==> src/verilog/flag_pop_pkg.sv <==
// Constants for the flag pop execution block.
// Assumes a 64-bit flags register image and a host pipeline that supplies the popped word.
package flag_pop_pkg;
   localparam logic [7:0] OPC_POP_FLAGS = 8'h9D;
   localparam logic [1:0] SIZE_16 = 2'h0;
   localparam logic [1:0] SIZE_32 = 2'h1;
   localparam logic [1:0] SIZE_64 = 2'h2;
   localparam int CF_POS = 0;
   localparam int RSV1_POS = 1;
   localparam int RSV3_POS = 3;
   localparam int RSV5_POS = 5;
   localparam int IF_POS = 9;
   localparam int IO_PRIVILEGE_FIELD_LO = 12;
   localparam int RSV15_POS = 15;
   localparam int RF_POS = 16;
   localparam int VM_POS = 17;
   localparam int VIF_POS = 19;
   localparam int VIP_POS = 20;
   localparam int ID_POS = 21;
   localparam logic [63:0] RSV_MASK = 64'hFFFF_FFFF_FFC0_802A;
   localparam logic [63:0] RSV_VALUE = 64'h0000_0000_0000_0002;
   localparam logic [63:0] FLAGS_RESET = 64'h0000_0000_0000_0002;
   localparam logic [63:0] IF_MASK = 64'h0000_0000_0000_0200;
   localparam logic [63:0] IO_PRIVILEGE_FIELD_MASK = 64'h0000_0000_0000_3000;
   localparam logic [63:0] RF_MASK = 64'h0000_0000_0001_0000;
   localparam logic [63:0] VM_MASK = 64'h0000_0000_0002_0000;
   localparam logic [63:0] VIF_MASK = 64'h0000_0000_0008_0000;
   localparam logic [63:0] VIP_MASK = 64'h0000_0000_0010_0000;
   localparam logic [63:0] LOW16_MASK = 64'h0000_0000_0000_FFFF;
   localparam logic [63:0] LOW32_MASK = 64'h0000_0000_FFFF_FFFF;
   localparam logic [1:0] PL_MAX = 2'h3;
endpackage : flag_pop_pkg

==> src/verilog/flag_pop_execution.sv <==
// Flag pop execution: decodes the flag pop opcode and merges the popped word into the flags.
// Assumes mode inputs hold from START to DONE and the popped word stands one cycle after START.
`timescale 1ns/10ps
module flag_pop_execution
(
   input wire logic CLOCK,
   input wire logic RST_N,
   input wire logic START,
   input wire logic [7:0] OPCODE,
   input wire logic [1:0] OPERAND_SIZE,
   input wire logic WIDE_OPERAND_PREFIX,
   input wire logic LONG_MODE,
   input wire logic PROTECTED_MODE,
   input wire logic VIRTUAL_8086_MODE,
   input wire logic [1:0] PRIVILEGE_LEVEL,
   input wire logic [63:0] STACK_DATA,
   output logic [63:0] EXTENDED_FLAGS_REGISTER,
   output logic [3:0] POP_BYTES,
   output logic DONE,
   output logic GENERAL_PROTECTION_FAULT,
   output logic UNDEFINED_OPCODE
);
   typedef enum logic [2:0]
   {
      ST_IDLE = 3'h1,
      ST_EXEC = 3'h2,
      ST_DONE = 3'h4
   } state_t;

   state_t state_ff;
   state_t nxt_state;
   logic [63:0] flags_ff;
   logic [63:0] nxt_flags;
   logic [3:0] bytes_ff;
   logic [3:0] nxt_bytes;
   logic done_ff;
   logic nxt_done;
   logic gp_ff;
   logic nxt_gp;
   logic ud_ff;
   logic nxt_ud;
   logic [1:0] io_privilege_field;
   logic vm_mode;
   logic is_pop;
   logic quad;
   logic illegal;
   logic fault_cond;
   logic pop_ok;
   logic [63:0] load_mask;
   logic [63:0] clear_mask;
   logic [63:0] popped;

   // Shared decode of the privilege field, used by both the merge and the checks.
   function automatic logic [1:0] io_privilege_field_of(input logic [63:0] f);
      io_privilege_field_of = f[flag_pop_pkg::IO_PRIVILEGE_FIELD_LO +: 2];
   endfunction : io_privilege_field_of

   assign io_privilege_field = io_privilege_field_of(flags_ff);
   // The 8086 state comes from the host, because no flag pop may ever set that flag itself.
   assign vm_mode = VIRTUAL_8086_MODE;
   assign fault_cond = vm_mode && (io_privilege_field != flag_pop_pkg::PL_MAX);
   assign pop_ok = (state_ff == ST_EXEC) && !illegal && !fault_cond;
   assign is_pop = (OPCODE == flag_pop_pkg::OPC_POP_FLAGS);
   assign quad = LONG_MODE && WIDE_OPERAND_PREFIX;
   // In long mode without the wide prefix the 32-bit form is rejected; outside long mode
   // the prefix is meaningless and the legacy size rules apply.
   assign illegal = (LONG_MODE && !WIDE_OPERAND_PREFIX
                     && OPERAND_SIZE == flag_pop_pkg::SIZE_32)
                    || (!LONG_MODE && OPERAND_SIZE == flag_pop_pkg::SIZE_64);

   always_comb
   begin
      popped = STACK_DATA;
      load_mask = ~flag_pop_pkg::RSV_MASK;
      clear_mask = 64'h0;
      if (quad)
      begin
         popped = STACK_DATA & flag_pop_pkg::LOW32_MASK;
      end
      else if (OPERAND_SIZE == flag_pop_pkg::SIZE_16)
      begin
         load_mask = load_mask & flag_pop_pkg::LOW16_MASK;
      end
      else
      begin
         load_mask = load_mask & flag_pop_pkg::LOW32_MASK;
      end
      // Resume, 8086 and virtual flags never load from the stack.
      load_mask = load_mask & ~(flag_pop_pkg::RF_MASK | flag_pop_pkg::VM_MASK
                                | flag_pop_pkg::VIF_MASK | flag_pop_pkg::VIP_MASK);
      if (vm_mode)
      begin
         load_mask = load_mask & ~flag_pop_pkg::IO_PRIVILEGE_FIELD_MASK;
      end
      else if (PROTECTED_MODE && PRIVILEGE_LEVEL != 2'h0)
      begin
         load_mask = load_mask & ~flag_pop_pkg::IO_PRIVILEGE_FIELD_MASK;
         if (PRIVILEGE_LEVEL > io_privilege_field)
         begin
            load_mask = load_mask & ~flag_pop_pkg::IF_MASK;
         end
         else
         begin
            clear_mask = flag_pop_pkg::VIF_MASK | flag_pop_pkg::VIP_MASK;
         end
      end
   end

   always_comb
   begin
      nxt_state = state_ff;
      nxt_flags = flags_ff;
      nxt_bytes = bytes_ff;
      nxt_done = 1'b0;
      nxt_gp = 1'b0;
      nxt_ud = 1'b0;
      unique case (state_ff)
         ST_IDLE:
         begin
            if (START && is_pop)
            begin
               nxt_state = ST_EXEC;
            end
         end
         ST_EXEC:
         begin
            nxt_state = ST_DONE;
            nxt_done = 1'b1;
            nxt_flags = flags_ff & ~flag_pop_pkg::RF_MASK;
            if (illegal)
            begin
               nxt_ud = 1'b1;
            end
            else if (fault_cond)
            begin
               nxt_gp = 1'b1;
            end
            else
            begin
               nxt_flags = (((flags_ff & ~flag_pop_pkg::RF_MASK) & ~load_mask)
                            | (popped & load_mask)) & ~clear_mask;
               nxt_flags = (nxt_flags & ~flag_pop_pkg::RSV_MASK)
                           | flag_pop_pkg::RSV_VALUE;
               nxt_bytes = quad ? 4'h8 :
                           (OPERAND_SIZE == flag_pop_pkg::SIZE_16) ? 4'h2 : 4'h4;
            end
         end
         ST_DONE:
         begin
            nxt_state = ST_IDLE;
         end
         default:
         begin
            nxt_state = ST_IDLE;
         end
      endcase
   end

   always_ff @(posedge CLOCK)
   begin
      if (!RST_N)
      begin
         state_ff <= ST_IDLE;
         flags_ff <= flag_pop_pkg::FLAGS_RESET;
         bytes_ff <= 4'h0;
         done_ff <= 1'b0;
         gp_ff <= 1'b0;
         ud_ff <= 1'b0;
      end
      else
      begin
         state_ff <= nxt_state;
         flags_ff <= nxt_flags;
         bytes_ff <= nxt_bytes;
         done_ff <= nxt_done;
         gp_ff <= nxt_gp;
         ud_ff <= nxt_ud;
      end
   end

   assign EXTENDED_FLAGS_REGISTER = flags_ff;
   assign POP_BYTES = bytes_ff;
   assign DONE = done_ff;
   assign GENERAL_PROTECTION_FAULT = gp_ff;
   assign UNDEFINED_OPCODE = ud_ff;

   resume_zero_a: assert property (@(posedge CLOCK) disable iff (!RST_N)
      DONE |-> !EXTENDED_FLAGS_REGISTER[flag_pop_pkg::RF_POS])
      else $error("Resume flag set after pop.");

   reserved_fixed_a: assert property (@(posedge CLOCK) disable iff (!RST_N)
      DONE |-> ((EXTENDED_FLAGS_REGISTER & flag_pop_pkg::RSV_MASK) == flag_pop_pkg::RSV_VALUE))
      else $error("Reserved flag bits changed.");

   vm_keep_a: assert property (@(posedge CLOCK) disable iff (!RST_N)
      state_ff == ST_EXEC |=> EXTENDED_FLAGS_REGISTER[flag_pop_pkg::VM_POS]
                              == $past(flags_ff[flag_pop_pkg::VM_POS]))
      else $error("8086 flag changed by pop.");

   gp_fault_a: assert property (@(posedge CLOCK) disable iff (!RST_N)
      (state_ff == ST_EXEC && !illegal && vm_mode && io_privilege_field != 2'h3) |=> GENERAL_PROTECTION_FAULT
      && $stable(EXTENDED_FLAGS_REGISTER[15:0]))
      else $error("Missing fault in 8086 mode.");

   no_gp_pm_a: assert property (@(posedge CLOCK) disable iff (!RST_N)
      (state_ff == ST_EXEC && !vm_mode) |=> !GENERAL_PROTECTION_FAULT)
      else $error("Fault outside 8086 mode.");

   high_zero_a: assert property (@(posedge CLOCK) disable iff (!RST_N)
      DONE |-> EXTENDED_FLAGS_REGISTER[63:32] == 32'h0)
      else $error("Upper flag bits not zero.");

   word_keep_a: assert property (@(posedge CLOCK) disable iff (!RST_N)
      (state_ff == ST_EXEC && !quad && OPERAND_SIZE == flag_pop_pkg::SIZE_16)
      |=> EXTENDED_FLAGS_REGISTER[31:17] == $past(flags_ff[31:17]))
      else $error("Word pop touched upper flags.");

   if_guard_a: assert property (@(posedge CLOCK) disable iff (!RST_N)
      (state_ff == ST_EXEC && PROTECTED_MODE && !vm_mode && PRIVILEGE_LEVEL > io_privilege_field)
      |=> $stable(EXTENDED_FLAGS_REGISTER[flag_pop_pkg::IF_POS]))
      else $error("Interrupt enable changed without privilege.");

   size32_ud_a: assert property (@(posedge CLOCK) disable iff (!RST_N)
      (state_ff == ST_EXEC && LONG_MODE && !WIDE_OPERAND_PREFIX
       && OPERAND_SIZE == flag_pop_pkg::SIZE_32) |=> UNDEFINED_OPCODE)
      else $error("32-bit pop accepted in long mode.");

   vif_clear_a: assert property (@(posedge CLOCK) disable iff (!RST_N)
      (state_ff == ST_EXEC && !illegal && PROTECTED_MODE && !vm_mode
       && PRIVILEGE_LEVEL != 2'h0 && PRIVILEGE_LEVEL <= io_privilege_field)
      |=> !EXTENDED_FLAGS_REGISTER[flag_pop_pkg::VIF_POS])
      else $error("Virtual interrupt flag not cleared.");

   vm_io_keep_a: assert property (@(posedge CLOCK) disable iff (!RST_N)
      (pop_ok && vm_mode)
      |=> $stable(EXTENDED_FLAGS_REGISTER[flag_pop_pkg::IO_PRIVILEGE_FIELD_LO +: 2])
          && !GENERAL_PROTECTION_FAULT)
      else $error("Io field changed by a pop in 8086 mode.");

   vm_virt_keep_a: assert property (@(posedge CLOCK) disable iff (!RST_N)
      (pop_ok && vm_mode)
      |=> $stable(EXTENDED_FLAGS_REGISTER[flag_pop_pkg::VIF_POS])
          && $stable(EXTENDED_FLAGS_REGISTER[flag_pop_pkg::VIP_POS]))
      else $error("Virtual flags changed by a pop in 8086 mode.");

   io_keep_a: assert property (@(posedge CLOCK) disable iff (!RST_N)
      (pop_ok && !vm_mode && PROTECTED_MODE && PRIVILEGE_LEVEL != 2'h0)
      |=> $stable(EXTENDED_FLAGS_REGISTER[flag_pop_pkg::IO_PRIVILEGE_FIELD_LO +: 2]))
      else $error("Io field changed above level 0.");

   if_load_a: assert property (@(posedge CLOCK) disable iff (!RST_N)
      (pop_ok && !vm_mode && (!PROTECTED_MODE || PRIVILEGE_LEVEL <= io_privilege_field))
      |=> EXTENDED_FLAGS_REGISTER[flag_pop_pkg::IF_POS]
          == $past(STACK_DATA[flag_pop_pkg::IF_POS]))
      else $error("Interrupt enable not loaded with privilege.");

   level0_virt_keep_a: assert property (@(posedge CLOCK) disable iff (!RST_N)
      (state_ff == ST_EXEC && !vm_mode && (!PROTECTED_MODE || PRIVILEGE_LEVEL == 2'h0))
      |=> $stable(EXTENDED_FLAGS_REGISTER[flag_pop_pkg::VIF_POS])
          && $stable(EXTENDED_FLAGS_REGISTER[flag_pop_pkg::VIP_POS]))
      else $error("Virtual flags changed at level 0.");

   word_bytes_a: assert property (@(posedge CLOCK) disable iff (!RST_N)
      (pop_ok && !quad && OPERAND_SIZE == flag_pop_pkg::SIZE_16) |=> POP_BYTES == 4'h2)
      else $error("Word pop did not take two bytes.");

   dword_bytes_a: assert property (@(posedge CLOCK) disable iff (!RST_N)
      (pop_ok && !quad && OPERAND_SIZE == flag_pop_pkg::SIZE_32) |=> POP_BYTES == 4'h4)
      else $error("Doubleword pop did not take four bytes.");

   quad_bytes_a: assert property (@(posedge CLOCK) disable iff (!RST_N)
      (pop_ok && quad) |=> POP_BYTES == 4'h8)
      else $error("Quadword pop did not take eight bytes.");

   legacy_ud_a: assert property (@(posedge CLOCK) disable iff (!RST_N)
      (state_ff == ST_EXEC && !LONG_MODE && OPERAND_SIZE == flag_pop_pkg::SIZE_64)
      |=> UNDEFINED_OPCODE)
      else $error("Quadword pop accepted outside long mode.");

   other_opc_a: assert property (@(posedge CLOCK) disable iff (!RST_N)
      (state_ff == ST_IDLE && START && !is_pop) |=> state_ff == ST_IDLE)
      else $error("Other opcode started a pop.");

   fault_keep_a: assert property (@(posedge CLOCK) disable iff (!RST_N)
      (state_ff == ST_EXEC && !illegal && fault_cond)
      |=> $stable(POP_BYTES) && !UNDEFINED_OPCODE)
      else $error("Faulting pop changed the byte count.");

   ud_keep_a: assert property (@(posedge CLOCK) disable iff (!RST_N)
      (state_ff == ST_EXEC && illegal)
      |=> $stable(EXTENDED_FLAGS_REGISTER[15:0]) && !GENERAL_PROTECTION_FAULT)
      else $error("Rejected pop changed the flags.");

   word_pop_c: cover property (@(posedge CLOCK) disable iff (!RST_N) DONE && POP_BYTES == 4'h2);
   quad_pop_c: cover property (@(posedge CLOCK) disable iff (!RST_N) DONE && POP_BYTES == 4'h8);
   gp_seen_c: cover property (@(posedge CLOCK) disable iff (!RST_N) GENERAL_PROTECTION_FAULT);
   ud_seen_c: cover property (@(posedge CLOCK) disable iff (!RST_N) UNDEFINED_OPCODE);
   vm_pop_c: cover property (@(posedge CLOCK) disable iff (!RST_N)
      DONE && VIRTUAL_8086_MODE && !GENERAL_PROTECTION_FAULT);
endmodule : flag_pop_execution

==> config.mk <==
export PLATFORM = sky130hd
export DESIGN_NAME = flag_pop_execution
export DESIGN_NICKNAME = d
export VERILOG_FILES = /design/src/verilog/flag_pop_pkg.sv /design/src/verilog/flag_pop_execution.sv
export SDC_FILE = /design/constraint.sdc
export NUM_CORES = 1
export LEC_CHECK = 0
export BUFFER_PORTS_ARGS = -buffer_cell sky130_fd_sc_hd__buf_2
export CAP_MARGIN = 20
export CORE_MARGIN = 2
export CORE_UTILIZATION = 34
export DETAILED_ROUTE_END_ITERATION = 16
export PLACE_DENSITY = 0.9
export RECOVER_POWER = 100
export SETUP_SLACK_MARGIN = 0.3
export SYNTH_ARGS = -nofsm -noshare
export SYNTH_HDL_FRONTEND = slang
export SYNTH_SLANG_ARGS = --single-unit
==> constraint.sdc <==
create_clock -name CLOCK -period 2.7 [get_ports CLOCK]
set_clock_uncertainty 0.1 [all_clocks]
set_input_delay 0.135 -clock CLOCK [delete_from_list [all_inputs] [get_ports CLOCK]]
set_output_delay 0.135 -clock CLOCK [all_outputs]
set_load 0.05 [all_outputs]
* Yosys cells after proc, flatten, opt, wreduce, memory -nomap -nowiden
Index checks and enable logic that the tools add are counted.
Operators by class: equality and inequality tests 7, mux-type cells 17, reduce and logical (&&, ||, !) cells 15, magnitude comparators 1, bitwise logic cells 10
Operator list (number):
- 22-bit bitwise AND | 3
- 21-bit two-way mux | 3
- 22-bit two-way mux | 2
- 17-bit two-way mux | 2
- 14-bit two-way mux | 2
- 21-bit NOT with 22-bit output | 1
- 22-bit NOT | 1
- 22-bit OR | 1
- 10-bit two-way mux | 1
- 8-bit equality test (second input constant) | 1
- 1-bit logical AND | 7
- 3-bit two-way mux | 2
- 3-bit case mux with 2 select lines | 1
- 4-bit two-way mux | 1
- 2-bit inequality test (second input constant) | 2
- 1-bit NOT | 4
- 3-bit by 1-bit equality test with 1-bit output (second input constant) | 1
- 3-bit by 2-bit equality test with 1-bit output (second input constant) | 1
- 1-bit two-way mux | 3
- 3-bit AND reduction | 1
- 3-bit OR reduction | 1
- 2-bit by 1-bit equality test with 1-bit output (second input constant) | 1
- 2-bit equality test (second input constant) | 1
- 2-bit greater-than comparator | 1
- 5 further kinds | 6
Word-level totals: output and inout port bits 71, bits in registers 28, logic and storage cells 57, input port bits 83

* Longest topological paths before layout
depth in word-level cells 12, mapped depth 6, depth with buffers taken out 6

* Worst setup path before layout
No wires, ideal clock.
kind flip-flop to flip-flop, start register (tool-made name), end register flags_ff[10], in the netlist EXTENDED_FLAGS_REGISTER[10], data required time 2.472 ns, setup slack 0.815 ns, buffers on the path 1, arrival time 1.658 ns, period minus slack after synthesis 1.885 ns, setup time 0.128 ns, stages on the path, launching flop included 6, cell sequence dfxtp_1 > a21boi_1 > nor4_4 > buf_6 > mux2i_1 > nor2_1
RTL lines:
- to (signal assigned) | line flag_pop_execution.sv:164 | flags_ff <= flag_pop_pkg::FLAGS_RESET;
- to (signal assigned) | line flag_pop_execution.sv:173 | flags_ff <= nxt_flags;
- to (decl) | line flag_pop_execution.sv:32 | logic [63:0] flags_ff;

==> results.yml <==
outcome:
  outcome: "completed"
sta:
  setup-tns-final_ns: 0
  post-route-period-util: 0.834
  rsz0062_at_grt: "no"
  drv_slew: 0
  whs_ns: 0.00831
  clock.fmax_mhz: 444
  setup_viol: 0
  fin_crit_ns: 2.25
  relSlewSlack: 0.281
  fin_ws_ns: 0.448
  hold_viol: 0
  worstMarginPinSlew_ns: 1.08
critical_path:
  reg2regPathDepth: 4
  crit_arrival_ns: 2.30
  path_class: "flop to flop"
  max_stage_delay_ns: 0.90
  end_kind: "flop"
  path_cells: "or3b_1, a2111oi_1, mux2i_1, nor2_1"
  required_ns: 2.75
  slowest_stage: "a2111oi_1"
  crit_fanout: 6
  critPathLaunchType: "flop"
global_route:
  antenna_found_initial: 0
  grt_pass1_vias: 849
  grt_max_degree: 19
  overflow: 0
  track_usage: 0.105
  grt_pass1_wl_um: 3550
power:
  p_seq_frac: 0.472
  p_leak_nw: 0.709
  clockPowerShare: 0.274
  switchingPower_mw: 0.281
  total_power_mw: 0.781
  switching_share: 0.359
  p_per_area_nw_per_um2: 495
  ir_drop_mv: 0.149
  pwr-share-comb: 0.255
  p_int_mw: 0.500
logic_synthesis:
  synth.area.top_cells: "dfxtp_1 (35%), buf_4 (26%), mux2i_1 (11%)"
  ys_types: 31
  netlist.area_leader.share: 0.355
  synthTopCellsByCount: "buf_4 (49), dfxtp_1 (25), nor2_1 (22)"
  synth-seq-cells: 25
  syn_area_sq_um: 1410
  synth_most_common_cell: "buf_4"
  synth_edf_count: 0
  synth_area_leader_cell: "dfxtp_1"
  ys_async_sr_fraction: 0
  ys_seq_area_frac: 0.355
  yosys_warnings: 0
  synth_top_flop_cell: "dfxtp_1"
  syn_area_per_cell_sq_um: 9.10
  syn_inst: 155
routing:
  drc: 0
  ant_nets: 0
  totalWireLength_um: 2550
  routed_via_density: 3.97
  drt_iter0_drc: 13
  vias: 1044
  wire_per_inst_um: 9.70
  first_pass_iters: 3
layout:
  layout-drive-gt1-share: 0.183
  postLayoutCoreUtil: 0.395
  stdcell_count: 263
  seqCellArea_sq_um: 500
  multiInputGateArea_sq_um: 659
  nFillCells: 431
  final_area_sq_um: 1580
  syn2layout_area_growth_pct: 12.0
  antenna_cells: 0
  nets: 299
cts:
  cts_num_sinks: 25
  cts_resized: 0
  holdBufCountCts: 5
  post_cts_buffers: 0
  clk_pin_slew_ns: 0.08
  numCtsBuffers: 3
  clk_latency_ns: 0.26
  clk_path_buf_depth: 2
  cts_root_buffer: "clkbuf_8"
  cts_tree: "done"
  cts.htree.levels: 1
job:
  max-cap-violations: 0
floorplanning:
  die_area_sq_um: 4680
  rows: 23
  coreArea_sq_um: 4000
  die_h_um: 68.4
  io_pins: 154
  dieWidth_um: 68.4
  initial_core_util: 0.353
place:
  gp_congestion: 0.674
  dpl.cell_count: 254
  placed_area_sq_um: 1530
  preCtsSetupSlack_ns: 0.602
  numPortBuffers: 54
  dpl.hpwl_um: 2030
hold_path:
  min_path_type: "input pin to flop"
  min_path_cells: 3
power by group through the flow:
stage	combinational [mW]	clock (mW)	sequential, mW
final	0.199	0.214	0.368
after global routing	0.212	0.242	0.368
after CTS	0.200	0.228	0.368
after detailed placement	0.195	0	0.377
after global placement	0.194	0	0.377
after floorplan	0.222	0	0.377
cell usage in the layout (no fill, tap or decap), types with 2 or more instances in the layout:
master	count
nand2_1	8
inv_1	2
dfxtp_1	25
a21oi_1	2
nand3_1	2
clkbuf_1	23
dlygate4sd3_1	5
conb_1	49
o21ai_0	2
nor2_1	22
buf_2	32
mux2i_1	15
and3_1	2
clkbuf_8	3
ha_1	2
critical path, delay by kind of cell (launching register included):
family	cells	cell delay (ns)
AO/OA/AOI/OAI	1	0.90
flip-flops	1	0.31
multiplexers	1	0.27
AND/OR/NAND/NOR	2	0.56
kinds of logic after synthesis:
logic type / after synthesis / share of synthesized area
AOI/OAI and AO/OA: 8 / 0.0488
muxes: 15 / 0.106
DFF: 25 / 0.355
and+or+nand+nor: 47 / 0.177
adders and majority gates: 2 / 0.0177
other: 2 / 0.00533
buffers and inverters: 56 / 0.290
worst paths after layout:
kind / to / from / slack, ns
setup / recovery: flop / state_ff[2]$_SDFFE_PN0P_ / 0.45
hold / removal: EXTENDED_FLAGS_REGISTER[14]$_SDFFE_PN0P_ / STACK_DATA[14] / 0.008
setup reg to reg: flop / state_ff[2]$_SDFFE_PN0P_ / 0.45
hold reg to reg: flop / flop / 0.36
area by class of cell:
| cell class | count | share of cell area |
|---|---|---|
| Clock buffer | 4 | 0.0285 |
| Sequential cell | 25 | 0.317 |
| Multi-Input combinational cell | 121 | 0.418 |
| Tap cell | 50 | 0.0396 |
| Timing Repair Buffer | 60 | 0.190 |
| Inverter | 3 | 0.00713 |
metal layers:
layer  share of wire  track usage
met5               0            0
met3           0.075       0.0164
met4           0.013       0.0600
met1            0.43        0.128
met2            0.48        0.172
No activity file was read; power rests on OpenSTA's default activity.
